### config.mk
export PLATFORM = sky130hd
export DESIGN_NAME = sled_error_indicator
export DESIGN_NICKNAME = d
export VERILOG_FILES = /design/src/common/sled_pkg.sv /design/src/rtl/sled_flash_gen.sv /design/src/rtl/sled_error_indicator.sv
export SDC_FILE = /design/constraint.sdc
export NUM_CORES = 1
export LEC_CHECK = 0
export BUFFER_PORTS_ARGS = -buffer_cell sky130_fd_sc_hd__clkbuf_2
export CORE_MARGIN = 2
export CORE_UTILIZATION = 60
export DETAILED_ROUTE_END_ITERATION = 6
export GPL_TIMING_DRIVEN = 0
export HOLD_SLACK_MARGIN = 0.15
export PLACE_DENSITY_LB_ADDON = 0.08
export RECOVER_POWER = 25
export SYNTH_ARGS = -nofsm -noshare
export SYNTH_HDL_FRONTEND = slang
export SYNTH_SLANG_ARGS = --single-unit
### constraint.sdc
create_clock -name clk -period 8.7 [get_ports clk]
set_input_delay 1.74 -clock clk [delete_from_list [all_inputs] [get_ports clk]]
set_output_delay 1.74 -clock clk [all_outputs]
set_load 0.05 [all_outputs]
### src/common/sled_pkg.sv
// Constants, register map and carrier types of the status LED error indicator
package sled_pkg;
	localparam int unsigned CLK_HZ = 250_000_000;
	localparam longint unsigned CLK_KHZ = 64'd250_000;
	// Trigger stall time in seconds
	localparam longint unsigned STALL_TIME_S = 64'd5;
	localparam longint unsigned STALL_CYCLES_DEF = STALL_TIME_S * CLK_HZ;
	// Slow flash timing in milliseconds
	localparam longint unsigned FLASH_ON_MS = 64'd300;
	localparam longint unsigned FLASH_OFF_MS = 64'd300;
	localparam longint unsigned FLASH_GAP_MS = 64'd1500;
	localparam longint unsigned FLASH_ON_DEF = FLASH_ON_MS * CLK_KHZ;
	localparam longint unsigned FLASH_OFF_DEF = FLASH_OFF_MS * CLK_KHZ;
	localparam longint unsigned FLASH_GAP_DEF = FLASH_GAP_MS * CLK_KHZ;

	// Flash counts and their priority levels
	localparam logic [2:0] FLASH_SOLID = 3'h0;
	localparam logic [2:0] FLASH_CMD = 3'h4;
	localparam logic [2:0] FLASH_SHADE = 3'h3;
	localparam logic [2:0] FLASH_LINE = 3'h2;
	localparam logic [3:0] PRIO_CMD = 4'h7;
	localparam logic [3:0] PRIO_SHADE = 4'h8;
	localparam logic [3:0] PRIO_LINE = 4'h9;
	localparam logic [3:0] PRIO_NONE = 4'h0;

	// APB register byte offsets
	localparam logic [7:0] OFS_STATUS = 8'h00;
	localparam logic [7:0] OFS_CLEAR = 8'h04;
	localparam logic [7:0] OFS_ENABLE = 8'h08;
	localparam logic [7:0] OFS_COND = 8'h0C;
	localparam logic [7:0] OFS_CAUSE = 8'h10;
	localparam logic [7:0] OFS_CMDACK = 8'h14;
	localparam logic [7:0] OFS_CTRL = 8'h18;
	localparam logic [0:0] CTRL_RESET = 1'h1;

	// Event bit positions, shared by status, clear and enable
	localparam int EV_CMD = 0;
	localparam int EV_SHADE = 1;
	localparam int EV_RATE = 2;
	localparam int EV_STALL = 3;
	localparam int EV_W = 4;

	// Serial command parser error pulses
	typedef struct packed {
		logic unknownFmt;
		logic noFrameStart;
		logic badLength;
		logic badAddress;
		logic badCheckChar;
		logic badOpcode;
		logic byteTimeout;
	} sled_cmd_err_t;

	typedef struct packed {
		logic [31:0] paddr;
		logic psel;
		logic penable;
		logic pwrite;
		logic [31:0] pwdata;
	} sled_apb_req_t;

	typedef struct packed {
		logic [31:0] prdata;
		logic pready;
		logic pslverr;
	} sled_apb_rsp_t;
endpackage

### src/rtl/sled_flash_gen.sv
// Slow flash pattern generator for the status LED
`timescale 1ns/1ps
module sled_flash_gen #(
	parameter logic [31:0] ON_CYCLES = 32'h0000_0004,
	parameter logic [31:0] OFF_CYCLES = 32'h0000_0004,
	parameter logic [31:0] GAP_CYCLES = 32'h0000_0010
) (
	// Clock and reset
	input wire logic clk,
	input wire logic reset,
	// Pattern request
	input wire logic [2:0] flashCount,
	// LED drive
	output logic ledOn
);
	import sled_pkg::*;

	typedef enum logic [1:0] {SOLID, LIT, DARK, GAP} sled_fstate_t;

	sled_fstate_t state_r;
	logic [31:0] timer_r;
	logic [2:0] done_r;
	logic [2:0] count_r;
	logic changed;

	// A new flashing pattern restarts with its gap, then its first flash; solid goes straight on
	assign changed = flashCount != count_r;

	always_ff @(posedge clk or posedge reset)
	begin
		if (reset)
			count_r <= FLASH_SOLID;
		else
			count_r <= flashCount;
	end

	always_ff @(posedge clk or posedge reset)
	begin
		if (reset)
		begin
			state_r <= SOLID;
			timer_r <= 32'h0;
			done_r <= 3'h0;
		end
		else if (changed)
		begin
			state_r <= (flashCount == FLASH_SOLID) ? SOLID : GAP;
			timer_r <= 32'h0;
			done_r <= 3'h0;
		end
		else
		begin
			timer_r <= timer_r + 32'h1;
			case (state_r)
				SOLID:
					timer_r <= 32'h0;
				LIT:
					if (timer_r >= ON_CYCLES - 32'h1)
					begin
						state_r <= DARK;
						timer_r <= 32'h0;
						done_r <= done_r + 3'h1;
					end
				DARK:
					if (timer_r >= OFF_CYCLES - 32'h1)
					begin
						timer_r <= 32'h0;
						state_r <= (done_r == count_r) ? GAP : LIT;
					end
				GAP:
					if (timer_r >= GAP_CYCLES - 32'h1)
					begin
						state_r <= LIT;
						timer_r <= 32'h0;
						done_r <= 3'h0;
					end
				default:
					state_r <= SOLID;
			endcase
		end
	end

	assign ledOn = (state_r == SOLID) || (state_r == LIT);
endmodule

### src/rtl/sled_error_indicator.sv
// Status LED error indicator with APB registers and interrupt
// Operation
// - Any serial command error shows four slow orange flashes, priority 7.
// - Bytes arriving outside a frame start are discarded and flagged.
// - A failed shading generation shows three slow flashes, priority 8.
// - Shading failure stays until a successful generation or reset.
// - Excess line rate shows two slow flashes, lowest priority 9.
// - Line trigger unchanged for five seconds also shows two flashes.
// - With nothing active the LED is solid orange.
//
// Added by the designer: the address map and the APB interface to the registers.
`timescale 1ns/1ps
module sled_error_indicator #(
	parameter logic [31:0] STALL_CYCLES =
		32'(sled_pkg::STALL_CYCLES_DEF),
	parameter logic [31:0] FLASH_ON = 32'(sled_pkg::FLASH_ON_DEF),
	parameter logic [31:0] FLASH_OFF = 32'(sled_pkg::FLASH_OFF_DEF),
	parameter logic [31:0] FLASH_GAP = 32'(sled_pkg::FLASH_GAP_DEF)
) (
	// Clock and reset
	input wire logic clk,
	input wire logic reset,
	// APB slave
	input wire sled_pkg::sled_apb_req_t apbReq,
	output sled_pkg::sled_apb_rsp_t apbRsp,
	// Serial command parser
	input wire sled_pkg::sled_cmd_err_t cmdErr,
	input wire logic rxByteValid,
	input wire logic rxFrameOpen,
	output logic rxByteDiscard,
	// Shading unit
	input wire logic shadeDone,
	input wire logic shadeFail,
	// Line trigger logic and pin
	input wire logic lineRateExceeded,
	input wire logic external_line_trigger,
	// Status LED and interrupt
	output logic ledOrange,
	output logic irq
);
	import sled_pkg::*;

	logic [EV_W-1:0] status_r;
	logic [EV_W-1:0] enable_r;
	logic [6:0] cause_r;
	logic cmdCond_r;
	logic shadeCond_r;
	logic stallCond_r;
	logic [0:0] ctrl_r;
	logic trigMeta_r;
	logic trigSync_r;
	logic trigLast_r;
	logic [31:0] stallCnt_r;
	logic [31:0] prdata_r;
	logic pready_r;
	logic pslverr_r;
	logic discard_r;
	logic led_r;
	logic irq_r;
	logic [2:0] flashSel_r;
	logic [3:0] prioSel_r;
	logic [2:0] flashNxt;
	logic [3:0] prioNxt;
	logic [EV_W-1:0] events;
	logic discardNow;
	logic [6:0] cmdPulses;
	logic access;
	logic wrEn;
	logic rdEn;
	logic ledRaw;
	logic [7:0] regOfs;

	function automatic logic known(input logic [7:0] ofs);
		known = (ofs == OFS_STATUS) || (ofs == OFS_CLEAR) ||
			(ofs == OFS_ENABLE) || (ofs == OFS_COND) ||
			(ofs == OFS_CAUSE) || (ofs == OFS_CMDACK) ||
			(ofs == OFS_CTRL);
	endfunction

	// Answer in the second access cycle; high address bits must be zero
	assign regOfs = apbReq.paddr[7:0];
	assign access = apbReq.psel && apbReq.penable && !pready_r;
	// Writes land only on the edge that completes the transfer
	assign wrEn = apbReq.psel && apbReq.penable && pready_r &&
		apbReq.pwrite && known(regOfs) && apbReq.paddr[31:8] == 24'h0;
	assign rdEn = access && !apbReq.pwrite;

	// Frame start missing on an incoming byte
	assign discardNow = rxByteValid && !rxFrameOpen;
	assign cmdPulses = cmdErr | {1'b0, discardNow, 5'h0};

	assign events[EV_CMD] = |cmdPulses;
	assign events[EV_SHADE] = shadeDone && shadeFail;
	assign events[EV_RATE] = lineRateExceeded;
	assign events[EV_STALL] = stallCond_r;

	// Pin synchroniser, then edge detection on the second stage
	always_ff @(posedge clk or posedge reset)
	begin
		if (reset)
		begin
			trigMeta_r <= 1'b0;
			trigSync_r <= 1'b0;
			trigLast_r <= 1'b0;
		end
		else
		begin
			trigMeta_r <= external_line_trigger;
			trigSync_r <= trigMeta_r;
			trigLast_r <= trigSync_r;
		end
	end

	// Counter saturates so a dead trigger never wraps back to OK
	always_ff @(posedge clk or posedge reset)
	begin
		if (reset)
		begin
			stallCnt_r <= 32'h0;
			stallCond_r <= 1'b0;
		end
		else if (trigSync_r != trigLast_r)
		begin
			stallCnt_r <= 32'h0;
			stallCond_r <= 1'b0;
		end
		else if (stallCnt_r < STALL_CYCLES)
			stallCnt_r <= stallCnt_r + 32'h1;
		else
			stallCond_r <= 1'b1;
	end

	// Command error indication, cleared only by software acknowledge
	always_ff @(posedge clk or posedge reset)
	begin
		if (reset)
		begin
			cmdCond_r <= 1'b0;
			cause_r <= 7'h0;
		end
		else
		begin
			if (wrEn && regOfs == OFS_CMDACK && apbReq.pwdata[0])
			begin
				cmdCond_r <= 1'b0;
				cause_r <= 7'h0;
			end
			// New errors win over an acknowledge in the same cycle
			if (|cmdPulses)
			begin
				cmdCond_r <= 1'b1;
				cause_r <= cause_r | cmdPulses;
			end
		end
	end

	// Shading failure held until a good generation
	always_ff @(posedge clk or posedge reset)
	begin
		if (reset)
			shadeCond_r <= 1'b0;
		else if (shadeDone)
			shadeCond_r <= shadeFail;
	end

	// Sticky event status, write-one-to-clear, set wins
	always_ff @(posedge clk or posedge reset)
	begin
		if (reset)
			status_r <= '0;
		else if (wrEn && regOfs == OFS_CLEAR)
			status_r <= (status_r & ~apbReq.pwdata[EV_W-1:0]) | events;
		else
			status_r <= status_r | events;
	end

	always_ff @(posedge clk or posedge reset)
	begin
		if (reset)
		begin
			enable_r <= '0;
			ctrl_r <= CTRL_RESET;
		end
		else if (wrEn && regOfs == OFS_ENABLE)
			enable_r <= apbReq.pwdata[EV_W-1:0];
		else if (wrEn && regOfs == OFS_CTRL)
			ctrl_r <= apbReq.pwdata[0:0];
	end

	// Priority selection, smallest level first
	always_comb
	begin
		flashNxt = FLASH_SOLID;
		prioNxt = PRIO_NONE;
		if (cmdCond_r)
		begin
			flashNxt = FLASH_CMD;
			prioNxt = PRIO_CMD;
		end
		else if (shadeCond_r)
		begin
			flashNxt = FLASH_SHADE;
			prioNxt = PRIO_SHADE;
		end
		else if (lineRateExceeded || stallCond_r)
		begin
			flashNxt = FLASH_LINE;
			prioNxt = PRIO_LINE;
		end
	end

	always_ff @(posedge clk or posedge reset)
	begin
		if (reset)
		begin
			flashSel_r <= FLASH_SOLID;
			prioSel_r <= PRIO_NONE;
		end
		else
		begin
			flashSel_r <= flashNxt;
			prioSel_r <= prioNxt;
		end
	end

	sled_flash_gen #(
		.ON_CYCLES(FLASH_ON),
		.OFF_CYCLES(FLASH_OFF),
		.GAP_CYCLES(FLASH_GAP)
	) flashGen (
		.clk(clk),
		.reset(reset),
		.flashCount(flashSel_r),
		.ledOn(ledRaw)
	);

	always_ff @(posedge clk or posedge reset)
	begin
		if (reset)
		begin
			led_r <= 1'b0;
			irq_r <= 1'b0;
			discard_r <= 1'b0;
		end
		else
		begin
			led_r <= ledRaw && ctrl_r[0];
			irq_r <= |(status_r & enable_r);
			discard_r <= discardNow;
		end
	end

	// APB read data and response
	always_ff @(posedge clk or posedge reset)
	begin
		if (reset)
		begin
			prdata_r <= 32'h0;
			pready_r <= 1'b0;
			pslverr_r <= 1'b0;
		end
		else
		begin
			pready_r <= access;
			pslverr_r <= access && !(known(regOfs) &&
				apbReq.paddr[31:8] == 24'h0);
			prdata_r <= 32'h0;
			if (rdEn && apbReq.paddr[31:8] == 24'h0)
			begin
				case (regOfs)
					OFS_STATUS:
						prdata_r <= 32'(status_r);
					OFS_ENABLE:
						prdata_r <= 32'(enable_r);
					OFS_COND:
						prdata_r <= {20'h0, prioSel_r, 1'b0,
							flashSel_r, stallCond_r,
							lineRateExceeded, shadeCond_r,
							cmdCond_r};
					OFS_CAUSE:
						prdata_r <= 32'(cause_r);
					OFS_CTRL:
						prdata_r <= 32'(ctrl_r);
					default:
						prdata_r <= 32'h0;
				endcase
			end
		end
	end

	assign apbRsp.prdata = prdata_r;
	assign apbRsp.pready = pready_r;
	assign apbRsp.pslverr = pslverr_r;
	assign rxByteDiscard = discard_r;
	assign ledOrange = led_r;
	assign irq = irq_r;
endmodule

==> results.json <==
{
  "synthArstFlopShare_pct": 100,
  "fmax_ghz": 0.303,
  "hold_violations": 0,
  "coreArea_mm2": 0.00968,
  "cts_tree": "done",
  "drv_cap": 1,
  "grt_overflow": 0,
  "grt_usage_pct": 25.6,
  "min_period_over_period_pct": 37.9,
  "dp_slack_ns": 4.90,
  "synth_xor_area_share_pct": 9.13,
  "grt_max_degree": 76,
  "dp.cells": 817,
  "synth_edf_count": 0,
  "pin_count": 119,
  "p_per_area_mw_per_mm2": 204,
  "antenna_found_initial": 0,
  "via_per_inst": 5.61,
  "synth_top_family_by_area": "simple AND/OR/NAND/NOR gates",
  "synth_top_area_cell": "dfrtp_1",
  "drv_slew": 39,
  "hold_buffers": 0,
  "layout-area-overhead-vs-synth_pct": 20.4,
  "drtIter0Drc": 158,
  "ir_worst_vdd_mv": 0.161,
  "path_class": "in -> reg",
  "numCtsBuffers": 17,
  "fin_setup_tns_ns": 0,
  "finalClockSkew_ns": 0.00681,
  "start_util_pct": 61.4,
  "layout.cells.non_filler": 849,
  "io_buffers": 69,
  "cts-resized-gates": 0,
  "status": "finished, violations left",
  "clk_latency_ns": 0.52,
  "clkTransAtPathRegs_ns": 0.06,
  "postSynthAreaPerCell_um2": 10.1,
  "multiInputGateArea_mm2": 0.00287,
  "synthMuxAreaShare_pct": 1.81,
  "yosys-top-cells-area": "dfrtp_1 47%, xnor2_1 5.6%, a211oi_1 3.8%",
  "synthAdderAreaFrac_pct": 1.68,
  "path_max_fanout": 8,
  "dieArea_mm2": 0.0107,
  "drtPass1Iterations": 5,
  "wl_mm": 12.7,
  "htreeDepth": 4,
  "grt_pass1_vias": 4820,
  "final_common_cell": "dfrtp_1",
  "die_y_um": 104,
  "end_kind": "flip-flop",
  "yosysSeqAreaShare_pct": 47.5,
  "clk_path_buf_depth": 2,
  "cts_root_buf": "clkbuf_8",
  "final_nets": 793,
  "synth-simple-area-share_pct": 21.8,
  "required_ns": 9.11,
  "violations": "max-capacitance violations, max-slew violations",
  "seq_area_mm2": 0.00283,
  "layout-drive-gt1-share_pct": 21.5,
  "postLayoutSetupSlackWorst_ns": 5.40,
  "rsz0062_at_grt": "no",
  "vias": 4764,
  "yosys.area.top_type_share_pct": 47.1,
  "wl_per_cell_um": 14.9,
  "mostFrequentLayoutCells": "112 x dfrtp_1, 66 x clkbuf_2, 58 x nor2_1, 38 x nand2_1, 38 x xnor2_1",
  "drtAntennaViolNets": 0,
  "synth_flop_cell": "dfrtp_1",
  "p_leak_uw": 0.00301,
  "setup_viol": 0,
  "synth_area_mm2": 0.00595,
  "post-cts-setup-buffer-count": 0,
  "synth_warnings": 0,
  "core.rowCount": 36,
  "cts_sinks": 113,
  "synth_cells": 591,
  "dp_hpwl_mm": 8.92,
  "drc_errors": 0,
  "synth_compound_area_share_pct": 12.3,
  "hold_path_class": "reg -> reg",
  "ys_types": 62,
  "diodes": 0,
  "grt_pass1_wl_mm": 22.3,
  "cp-start-kind": "input pin",
  "gp_congestion": 0.873,
  "layout_min_cycle_time_ns": 3.30,
  "fp.dieW_um": 104,
  "ys_seq_elements": 113,
  "slew_headroom_pct": -17.2,
  "num-fill-cells": 703,
  "arrival_ns": 3.70,
  "tightest_slew_ns": 1.75
}
metal layers:
| metal | GRT usage [%] | part of all wire [%] | vias up |
|---|---|---|---|
| met5 | 0 | 0 | - |
| met3 | 6.86 | 3.3 | 15 |
| met1 | 32.9 | 44 | 2355 |
| met2 | 42.4 | 51 | 82 |
| met4 | 8.69 | 1.1 | 0 |
| li1 | - | - | 2312 |
path summary, 6_finish.rpt:
check                                                 from                    endpoint  slack [ns]  depth (start not counted)
worst min register to register        trigMeta_r$_DFF_PP0_        trigSync_r$_DFF_PP0_        0.36                          0
max in group asynchronous                            reset          ctrl_r$_DFFE_PP1P_        6.08                          3
worst min-delay path                  trigMeta_r$_DFF_PP0_        trigSync_r$_DFF_PP0_        0.36                          0
worst max register to register  stallCnt_r[24]$_DFFE_PP0P_  stallCnt_r[30]$_DFFE_PP0P_        6.02                          5
min in group asynchronous                            reset       prdata_r[1]$_DFF_PP0_        1.64                          2
worst max-delay path                            apbReq[40]      cause_r[3]$_DFFE_PP0P_        5.40                          6
synthesized netlist by cell type (all sizes together) (2+ instances only):
| library cell | instances |
|---|---|
| a31oi | 5 |
| clkbuf | 14 |
| or3 | 2 |
| or2 | 4 |
| a221oi | 2 |
| nand2b | 2 |
| mux2i | 4 |
| inv | 18 |
| ha | 8 |
| o21a | 9 |
| nand4 | 17 |
| and4 | 4 |
| and3 | 8 |
| dfrtp | 112 |
| nor3 | 25 |
| a21o | 3 |
| buf | 30 |
| nor4 | 23 |
| nand3 | 33 |
| a41oi | 2 |
| and2 | 8 |
| xor2 | 24 |
| nand2 | 39 |
| a21oi | 13 |
| a211oi | 30 |
| o21ai | 9 |
| nor3b | 3 |
| a22oi | 13 |
| xnor2 | 38 |
| o2bb2ai | 2 |
| mux2 | 6 |
| nor2 | 58 |
| o41ai | 2 |
| nor2b | 2 |
| o21bai | 2 |
| a211o | 2 |
where the power goes:
group | internal (uW) | switching, uW
sequential | 542 | 17.2
clock | 444 | 247
combinational | 72.8 | 136
total | 1060 | 400
per-stage QoR:
step | utilization, % | cell area, um2 | total power, uW | hold slack (ns)
floorplan | - | 6040 | 719 | 0.331
global placement | 67.6 | 6550 | 764 | 0.344
detailed placement | 67.9 | 6580 | 774 | 0.343
CTS | 74.1 | 7170 | 1470 | 0.366
global route | 74.0 | 7160 | 1520 | 0.368
finish | 74.0 | 7160 | 1460 | 0.363
area by class of cell:
class,instances,share of cell area [%]
clock buffer,20,6.08
buffer,44,3.76
sequential,113,39.5
clock inverter,12,2.22
multi-input combinational,439,40.0
tap,133,2.32
timing repair buffer,70,5.15
inverter,18,0.961
flip-flops by register name (all words and copies together) (netlist names), 2 cells and up:
signal / count
cause_r: 7
enable_r: 4
flashGen.count_r: 3
flashGen.done_r: 3
flashGen.state_r: 2
flashGen.timer_r: 32
flashSel_r: 2
prdata_r: 10
prioSel_r: 2
stallCnt_r: 32
status_r: 4
logic make-up after synthesis:
logic type,after synthesis
and+or+nand+nor,234
DFF,113
adders and majority gates,8
xor gates and xnor gates,62
other,1
buffers and inverters,62
AOI/OAI and AO/OA,101
muxes,10
worst max-delay path, cell delays in order:
cell and delay [ns]:
clkbuf_2 0.08, nor3_1 0.46, nand3_1 0.15, nor4_1 0.58
nand4_1 0.46, o21a_1 0.24
Note: power is estimated with default switching activity, not from simulation.
